==> config.mk <==
export PLATFORM = sky130hd
export DESIGN_NAME = ssf_status
export DESIGN_NICKNAME = d
export VERILOG_FILES = /design/src/ssf_status.v
export VERILOG_INCLUDE_DIRS = /design/src
export SDC_FILE = /design/constraint.sdc
export NUM_CORES = 1
export LEC_CHECK = 0
export BUFFER_PORTS_ARGS = -buffer_cell sky130_fd_sc_hd__buf_2
export CORE_ASPECT_RATIO = 0.8
export CORE_MARGIN = 4
export CORE_UTILIZATION = 50
export DETAILED_ROUTE_END_ITERATION = 8
export PLACE_DENSITY = 0.81
export SKIP_CTS_REPAIR_TIMING = 1
export SYNTH_ARGS = -nofsm -noshare
export SYNTH_HDL_FRONTEND = slang
export SYNTH_SLANG_ARGS = --single-unit
==> constraint.sdc <==
create_clock -name aclk -period 3.9 [get_ports aclk]
set_clock_uncertainty 0.05 [all_clocks]
set_input_delay 0.39 -clock aclk [delete_from_list [all_inputs] [get_ports aclk]]
set_output_delay 0.39 -clock aclk [all_outputs]
set_load 0.005 [all_outputs]
==> src/ssf_defines.vh <==
// constants for the serial status flag block
// assumes inclusion by bare name from the design file
`ifndef SSF_DEFINES_VH
`define SSF_DEFINES_VH
`define SSF_ADDR_STATUS 4'h0
`define SSF_ADDR_CONTROL 4'h4
`define SSF_ADDR_IRQ_STATUS 4'h8
`define SSF_ADDR_IRQ_MASK 4'hC
`define SSF_BIT_TDE 7
`define SSF_BIT_RDF 6
`define SSF_BIT_OVR 5
`define SSF_BIT_FER 4
`define SSF_BIT_PER 3
`define SSF_BIT_TX_END_FLAG 2
`define SSF_BIT_MPR 1
`define SSF_BIT_MPT 0
`define SSF_BIT_TXEN 0
`define SSF_BIT_RXEN 1
`define SSF_BIT_MULTIPROC_INT_ENABLE 2
`define SSF_STATUS_RESET 8'h84
`define SSF_CONTROL_RESET 3'h0
`define SSF_RESP_OKAY 2'b00
`define SSF_RESP_SLVERR 2'b10
`define SSF_IRQ_W 6
`endif

==> src/ssf_status.v <==
// serial status flags with an axi4-lite slave, control bits and interrupt logic
// assumes datapath strobes are single-cycle and come from logic on aclk
//
// Overview of operation
// - writing one to tx empty, rx full, overrun, framing, parity flags does nothing
// - tx empty sets while transmitter disabled or when buffer moves to shift register
// - tx empty clears on zero write after it was read as one
// - writing transmit data clears tx empty
// - rx full sets when a good byte moves into the receive buffer
// - rx full clears on read-one then write-zero, or on receive buffer read
// - overrun sets on overrun; cleared only by read-one then write-zero
// - framing flag sets on framing error; read-one then write-zero clears it
// - parity flag sets on parity error; read-one then write-zero clears it
// - tx end is read-only and set while transmitter disabled
// - tx end sets at last bit if tx empty; clears with tx empty clear or data write
// - rx multiproc bit captures the multiprocessor bit of each received character
// - rx multiproc bit holds while receiver disabled
// - tx multiproc bit is read/write and feeds each transmitted character
// - with multiproc enable, mp-zero chars set only the parity flag; mp-one char clears enable
//
// Chosen here: the AXI4-Lite slave port and the register addresses.
`timescale 1ns/1ps
`include "ssf_defines.vh"
module ssf_status (
  input wire aclk,
  input wire aresetn,
  input wire [3:0] s_axi_awaddr,
  input wire s_axi_awvalid,
  output reg s_axi_awready,
  input wire [31:0] s_axi_wdata,
  input wire [3:0] s_axi_wstrb,
  input wire s_axi_wvalid,
  output reg s_axi_wready,
  output reg [1:0] s_axi_bresp,
  output reg s_axi_bvalid,
  input wire s_axi_bready,
  input wire [3:0] s_axi_araddr,
  input wire s_axi_arvalid,
  output reg s_axi_arready,
  output reg [31:0] s_axi_rdata,
  output reg [1:0] s_axi_rresp,
  output reg s_axi_rvalid,
  input wire s_axi_rready,
  input wire tx_load,
  input wire tx_last_bit,
  input wire tx_data_write,
  input wire rx_done,
  input wire rx_mp_bit,
  input wire rx_overrun,
  input wire rx_framing,
  input wire rx_parity,
  input wire rx_buffer_read,
  output reg tx_enable_bit,
  output reg rx_enable_bit,
  output reg tx_multiproc_bit,
  output reg irq
);
  reg tx_buffer_empty;
  reg rx_buffer_full;
  reg overrun_flag;
  reg framing_error_flag;
  reg parity_error_flag;
  reg tx_end_flag;
  reg rx_multiproc_bit;
  reg multiproc_int_enable;
  // armed bits remember a read returning one since the flag last set
  reg [4:0] armed;
  reg [`SSF_IRQ_W-1:0] irq_status;
  reg [`SSF_IRQ_W-1:0] irq_mask;
  reg aw_held;
  reg w_held;
  reg [3:0] aw_addr;
  reg [31:0] w_data;
  reg [3:0] w_strb;
  wire [7:0] status_word;
  wire [4:0] flag_vec;
  wire [4:0] set_vec;
  wire [4:0] zero_wr;
  wire [4:0] next_flag;
  wire do_write;
  wire do_read;
  wire wr_status;
  wire rd_status;
  wire rx_accept;
  wire rx_skip;
  wire tde_cleared;
  wire [`SSF_IRQ_W-1:0] irq_event;

  assign status_word = {tx_buffer_empty, rx_buffer_full, overrun_flag, framing_error_flag,
                        parity_error_flag, tx_end_flag, rx_multiproc_bit, tx_multiproc_bit};
  assign flag_vec = status_word[7:3];
  // write fires once both address and data are held and no response is pending
  assign do_write = aw_held && w_held && !s_axi_bvalid;
  assign do_read = s_axi_arvalid && s_axi_arready;
  assign wr_status = do_write && (aw_addr == `SSF_ADDR_STATUS) && w_strb[0];
  assign rd_status = do_read && (s_axi_araddr == `SSF_ADDR_STATUS);

  // mp-zero characters set no rx full, overrun or framing flag while the enable is set
  assign rx_skip = multiproc_int_enable && !rx_mp_bit;
  assign rx_accept = rx_done && !rx_skip;

  // hardware set conditions per flag, msb is tx empty
  assign set_vec[4] = !tx_enable_bit || tx_load;
  assign set_vec[3] = rx_accept && !rx_overrun && !rx_framing && !rx_parity;
  assign set_vec[2] = rx_accept && rx_overrun;
  assign set_vec[1] = rx_accept && rx_framing;
  assign set_vec[0] = rx_done && rx_parity;

  // per-flag set/clear, zero writes on an armed flag clear, as do data write and buffer read; ones ignored
  genvar gi;
  generate
    for (gi = 0; gi < 5; gi = gi + 1) begin : g_flag
      assign zero_wr[gi] = wr_status && !w_data[3 + gi] && armed[gi];
      assign next_flag[gi] = set_vec[gi] ? 1'b1 :
        ((zero_wr[gi] || (gi == 4 && tx_data_write) || (gi == 3 && rx_buffer_read)) ? 1'b0 :
        flag_vec[gi]);
    end
  endgenerate
  assign tde_cleared = zero_wr[4] || tx_data_write;

  assign irq_event = {set_vec[4] && !tx_buffer_empty, set_vec[3:0],
                      (!tx_enable_bit || (tx_last_bit && tx_buffer_empty)) && !tx_end_flag};

  // status flags and arming
  always @(posedge aclk) begin
    if (!aresetn) begin
      tx_buffer_empty <= 1'b1;
      rx_buffer_full <= 1'b0;
      overrun_flag <= 1'b0;
      framing_error_flag <= 1'b0;
      parity_error_flag <= 1'b0;
      tx_end_flag <= 1'b1;
      rx_multiproc_bit <= 1'b0;
      armed <= 5'h0;
    end else begin
      {tx_buffer_empty, rx_buffer_full, overrun_flag, framing_error_flag, parity_error_flag} <= next_flag;
      // a fresh set disarms so a stale read cannot clear a new event
      armed <= (armed | (rd_status ? flag_vec : 5'h0)) & ~set_vec & next_flag;
      if (!tx_enable_bit || (tx_last_bit && tx_buffer_empty)) begin
        tx_end_flag <= 1'b1;
      end else if (tde_cleared) begin
        tx_end_flag <= 1'b0;
      end
      // receiver disabled freezes the captured bit
      if (rx_done && rx_enable_bit) begin
        rx_multiproc_bit <= rx_mp_bit;
      end
    end
  end

  // control bits and interrupt registers
  always @(posedge aclk) begin
    if (!aresetn) begin
      {multiproc_int_enable, rx_enable_bit, tx_enable_bit} <= `SSF_CONTROL_RESET;
      tx_multiproc_bit <= 1'b0;
      irq_status <= {`SSF_IRQ_W{1'b0}};
      irq_mask <= {`SSF_IRQ_W{1'b0}};
      irq <= 1'b0;
    end else begin
      if (wr_status) begin
        tx_multiproc_bit <= w_data[`SSF_BIT_MPT];
      end
      if (do_write && aw_addr == `SSF_ADDR_CONTROL && w_strb[0]) begin
        tx_enable_bit <= w_data[`SSF_BIT_TXEN];
        rx_enable_bit <= w_data[`SSF_BIT_RXEN];
      end
      if (rx_done && multiproc_int_enable && rx_mp_bit) begin
        multiproc_int_enable <= 1'b0;
      end else if (do_write && aw_addr == `SSF_ADDR_CONTROL && w_strb[0]) begin
        multiproc_int_enable <= w_data[`SSF_BIT_MULTIPROC_INT_ENABLE];
      end
      if (do_write && aw_addr == `SSF_ADDR_IRQ_MASK && w_strb[0]) begin
        irq_mask <= w_data[`SSF_IRQ_W-1:0];
      end
      // set wins over write-one-to-clear
      if (do_write && aw_addr == `SSF_ADDR_IRQ_STATUS && w_strb[0]) begin
        irq_status <= (irq_status & ~w_data[`SSF_IRQ_W-1:0]) | irq_event;
      end else begin
        irq_status <= irq_status | irq_event;
      end
      irq <= |(irq_status & irq_mask);
    end
  end

  // axi4-lite write channels, address and data captured independently
  always @(posedge aclk) begin
    if (!aresetn) begin
      s_axi_awready <= 1'b1;
      s_axi_wready <= 1'b1;
      s_axi_bvalid <= 1'b0;
      s_axi_bresp <= `SSF_RESP_OKAY;
      aw_held <= 1'b0;
      w_held <= 1'b0;
      aw_addr <= 4'h0;
      w_data <= 32'h0000_0000;
      w_strb <= 4'h0;
    end else begin
      if (s_axi_awvalid && s_axi_awready) begin
        aw_held <= 1'b1;
        aw_addr <= s_axi_awaddr;
        s_axi_awready <= 1'b0;
      end
      if (s_axi_wvalid && s_axi_wready) begin
        w_held <= 1'b1;
        w_data <= s_axi_wdata;
        w_strb <= s_axi_wstrb;
        s_axi_wready <= 1'b0;
      end
      if (do_write) begin
        aw_held <= 1'b0;
        w_held <= 1'b0;
        s_axi_bvalid <= 1'b1;
        if (aw_addr == `SSF_ADDR_STATUS || aw_addr == `SSF_ADDR_CONTROL ||
            aw_addr == `SSF_ADDR_IRQ_STATUS || aw_addr == `SSF_ADDR_IRQ_MASK) begin
          s_axi_bresp <= `SSF_RESP_OKAY;
        end else begin
          s_axi_bresp <= `SSF_RESP_SLVERR;
        end
      end
      if (s_axi_bvalid && s_axi_bready) begin
        s_axi_bvalid <= 1'b0;
        s_axi_awready <= 1'b1;
        s_axi_wready <= 1'b1;
      end
    end
  end

  // axi4-lite read channel, one outstanding read
  always @(posedge aclk) begin
    if (!aresetn) begin
      s_axi_arready <= 1'b1;
      s_axi_rvalid <= 1'b0;
      s_axi_rdata <= 32'h0000_0000;
      s_axi_rresp <= `SSF_RESP_OKAY;
    end else begin
      if (do_read) begin
        s_axi_arready <= 1'b0;
        s_axi_rvalid <= 1'b1;
        s_axi_rresp <= `SSF_RESP_OKAY;
        if (s_axi_araddr == `SSF_ADDR_STATUS) begin
          s_axi_rdata <= {24'h00_0000, status_word};
        end else if (s_axi_araddr == `SSF_ADDR_CONTROL) begin
          s_axi_rdata <= {29'h0000_0000, multiproc_int_enable, rx_enable_bit, tx_enable_bit};
        end else if (s_axi_araddr == `SSF_ADDR_IRQ_STATUS) begin
          s_axi_rdata <= {26'h000_0000, irq_status};
        end else if (s_axi_araddr == `SSF_ADDR_IRQ_MASK) begin
          s_axi_rdata <= {26'h000_0000, irq_mask};
        end else begin
          s_axi_rdata <= 32'h0000_0000;
          s_axi_rresp <= `SSF_RESP_SLVERR;
        end
      end
      if (s_axi_rvalid && s_axi_rready) begin
        s_axi_rvalid <= 1'b0;
        s_axi_arready <= 1'b1;
      end
    end
  end
endmodule

== After elaboration in Yosys (flattened, before gate mapping) ==
Cells that the tools add are included.
W data, S select, Z words.
Cells by class
  reduce and logical (&&, ||, !) cells: 69
  multiplexer cells: 21
  bitwise gates (word level): 10
  order comparisons: 0
  div/mod/pow operators: 0
  $mul: 0
  eq/ne operators: 6
  add/subtract/negate cells: 0
  shift operators: 0
Operators by type and width (number)
  $logic_and A1 B1 Y1: 40
  $mux W6: 4
  $eq A4 B4 Y1 const B: 4
  $logic_not A1 Y1: 14
  $and A6 B6 Y6: 2
  $or A6 B6 Y6: 2
  $and A5 B5 Y5: 2
  $mux W1: 10
  $mux W2: 5
  $reduce_or A2 Y1: 5
  $eq A4 B3 Y1 const B: 2
  $logic_not A4 Y1: 2
  $mux W8: 1
  $logic_or A1 B1 Y1: 7
  $not A6 Y6: 1
  $reduce_or A6 Y1: 1
  $mux W5: 1
  $not A5 Y5: 1
  $or A5 B5 Y5: 1
  $not A1 Y1: 1
Storage, ports and cells
  ROM bits: 0
  RAM bits: 0
  register bits: 85
  output and inout bits: 45
  input bits: 60
  memories kept: 0
  logic and storage cells: 134
  latch bits: 0

== Longest topological paths before layout ==
  depth in word-level cells: 10
  mapped depth: 4
  depth with buffers taken out: 3

== Least setup slack after synthesis ==
No wires, ideal clock.
  kind: register -> register
  start: register s_axi_bvalid
  end: register irq_status[0]
  library setup time: 0.132 ns
  path buffers: 1
  period minus slack after synthesis: 1.530 ns
  data arrival time: 1.348 ns
  stages on the path, launching flop included: 5
  slack: 2.370 ns
  required time: 3.718 ns
  cells stage by stage: dfxtp_1 or4b_4 buf_6 o31ai_1 a21oi_1
On the way
  word-level cells in the longest chain between the ends: 5
Ends and longest elaborated chain
  start, declared: line ssf_status.v:35  | output reg s_axi_bvalid,
  start signal, assigned: line ssf_status.v:190  | s_axi_bvalid <= 1'b0;
  start signal, assigned: line ssf_status.v:212  | s_axi_bvalid <= 1'b1;
  start signal, assigned: line ssf_status.v:221  | s_axi_bvalid <= 1'b0;
  $logic_not A1 Y1: line ssf_status.v:93  | assign do_write = aw_held && w_held && !s_axi_bvalid;
  $logic_and A1 B1 Y1: line ssf_status.v:93
  $logic_and A1 B1 Y1 (no line)
  $logic_and A1 B1 Y1: line ssf_status.v:176  | if (do_write && aw_addr == `SSF_ADDR_IRQ_STATUS && w_strb[0]) begin
  $mux W6: line ssf_status.v:176
  end signal, assigned: line ssf_status.v:156  | irq_status <= {`SSF_IRQ_W{1'b0}};
  end signal, assigned: line ssf_status.v:177  | irq_status <= (irq_status & ~w_data[`SSF_IRQ_W-1:0]) | irq_event;
  end signal, assigned: line ssf_status.v:179  | irq_status <= irq_status | irq_event;
  end, declared: line ssf_status.v:68  | reg [`SSF_IRQ_W-1:0] irq_status;
Every way passes these cells.
A chain may end at the register's enable or synchronous reset.

== Worst setup path after layout ==
  start: register s_axi_bvalid
  end: register irq_status[3]
Same word-level chain as after synthesis.

==> flow_summary.toml <==
[clocking]
clockBufferDepth = 2
cts_root_buffer = "clkbuf_8"
htree_levels = 3
clk_pin_slew_ns = 0.07
cts_num_sinks = 59
numCtsBuffers = 9
tritoncts = "built"
insertion_delay_ns = 0.34

[drt]
drc = 0
num_vias = 2382
final_antenna_net_count = 0
drt-initial-drc-count = 115
routed_wl_um = 6330
wl_per_cell_um = 14.7
vias_per_cell = 5.51
first_pass_iters = 4

[timing]
tns_ns = 0
fmax_mhz = 581
min_period_ns = 1.72
finalCritPeriodShare = 0.441
max_slew.worst_pin.slew_ns = 0.905
final_hold_viol_count = 0
drv_slew = 0
rsz0062_at_grt = "false"
finalSetupViolCount = 0
relSlewSlack = 0.392

[placed_design]
gp_congestion = 0.846
place_hpwl_um = 4670
io_buffers = 51

[power]
power_w = 0.00130
switching_share = 0.250
ir_drop_uv = 266
p_leak_nw = 1.24
intPower_w = 0.000972
seq_power_share = 0.498
power_frac_clock = 0.417
p_sw_w = 0.000325
powerDensity_nw_per_um2 = 416
pwr-share-comb = 0.085

[cells_and_area]
final_util = 0.605
layout_commonest_cell = "dfxtp_1"
nets = 426
antenna-diode-count = 0
area_delta_synth_final_pct = 13.6
final_layout_size_suffix_gt1_frac = 0.208
n_fill_cell = 462
multiInputGateArea_um2 = 1350
final-seq-area_um2 = 1180
final_cell_mix = "59 x dfxtp_1, 51 x buf_2, 46 x nand2_1, 36 x a21oi_1, 26 x conb_1"

[setup_path]
critPathKind = "reg2reg"
cp.arrival_ns = 1.87
startpoint_type = "register"
cp-end-kind = "register"
cp_data_required_time_ns = 4.05
path_max_fanout = 13

[die]
floorplan.initialDensity = 0.533
die_w_um = 90.8
rows = 23
core-area_um2 = 5150
die_area_um2 = 6750
num_io_pins = 105
die_h_um = 74.3

[global_routing]
grt_usage = 0.186
grt_max_degree = 38
grt_overflow_total = 0
antenna_found_initial = 0
grt_pass1_wl_um = 9830
grt_pass1_vias = 2069

[logic_synthesis]
synth_cells = 316
yosys_register_bits = 59
avgSynthCellArea_um2 = 8.69
ys_seq_area_frac = 0.430
yosys_warnings = 0
syn_area_um2 = 2750
synth.distinct_cells = 52
synthFlopType = "dfxtp_1"
synthArstFlopShare = 0
synth_edf_count = 0

[run]
max_cap_viol_count = 0

[worst_hold_path]
hold_path_class = "in2reg"

[run_status]
outcome = "finished, final reports clean"
## stage by stage
step                hold WS, ns  instances  instance area [um2]  setup slack, ns
floorplan                 0.386        341                 2840             2.37
global placement          0.392        417                 2930             1.88
detailed placement        0.395        417                 2930             1.92
CTS                       0.192        432                 3120             2.21
global route              0.211        432                 3120             2.08
finish                    0.202        432                 3120             2.18
## final cells by class
type,count,area share
well taps,62,0.0249
multi-input cells,228,0.433
clock inverters,5,0.0173
flip-flops and latches,59,0.379
inverters,17,0.0205
repair buffers,51,0.0819
clock buffers,10,0.0441
## metal layers
layer,up-vias,part of all wire,global-route usage
li1,1185,-,-
met1,1105,0.45,0.240
met2,83,0.46,0.300
met3,9,0.085,0.0657
met4,0,0.0098,0.0535
met5,-,0,0
## state kept, by name, summed over array words and instances (netlist names), 4 cells and up
signal and flops:
armed 5, irq_status 6, w_data 8, irq_mask 6, aw_addr 4, s_axi_rdata 8
## critical path, cell delays in order (launching register included)
cell and delay, ns:
dfxtp_1 0.37, or4b_4 0.66, o31ai_1 0.37, a21oi_1 0.12
## cells in the mapped netlist, drive strengths merged, types with 4 or more instances
master / n / area share
a21oi: 36 / 0.066
a31oi: 5 / 0.011
and2: 5 / 0.011
and3: 5 / 0.011
buf: 31 / 0.081
clkbuf: 6 / 0.0082
dfxtp: 59 / 0.43
inv: 17 / 0.023
mux2i: 9 / 0.033
nand2: 46 / 0.063
nand2b: 4 / 0.0091
nand3: 17 / 0.031
nor2: 5 / 0.0068
nor3: 5 / 0.013
nor4: 4 / 0.014
nor4b: 4 / 0.015
o21ai: 7 / 0.013
o2bb2ai: 4 / 0.013
o31a: 4 / 0.013
o31ai: 5 / 0.014
## power by group through the flow
| stage | combinational, W | sequential [W] | clock [W] |
|---|---|---|---|
| detailed placement | 0.000109 | 0.000658 | 0 |
| finish | 0.000111 | 0.000646 | 0.000540 |
| global placement | 0.000107 | 0.000657 | 0 |
| CTS | 0.000110 | 0.000645 | 0.000550 |
| floorplan | 0.0000893 | 0.000653 | 0 |
| global route | 0.000124 | 0.000649 | 0.000572 |
## final timing paths
kind | start | to | slack, ns | depth (start not counted)
setup / recovery | s_axi_bvalid | irq_status[3] | 2.18 | 3
hold / removal | s_axi_wvalid | s_axi_wready | 0.20 | 2
setup reg to reg | s_axi_bvalid | irq_status[3] | 2.18 | 3
hold reg to reg | s_axi_rdata[7] | s_axi_rdata[7] | 0.40 | 2
## cells by family after synthesis
| logic type | share of synthesized area |
|---|---|
| AOI/OAI and AO/OA | 0.187 |
| buffers and inverters | 0.113 |
| DFF | 0.430 |
| muxes | 0.0369 |
| other | 0.00137 |
| and+or+nand+nor | 0.232 |
(Power assumes the default switching activity.)
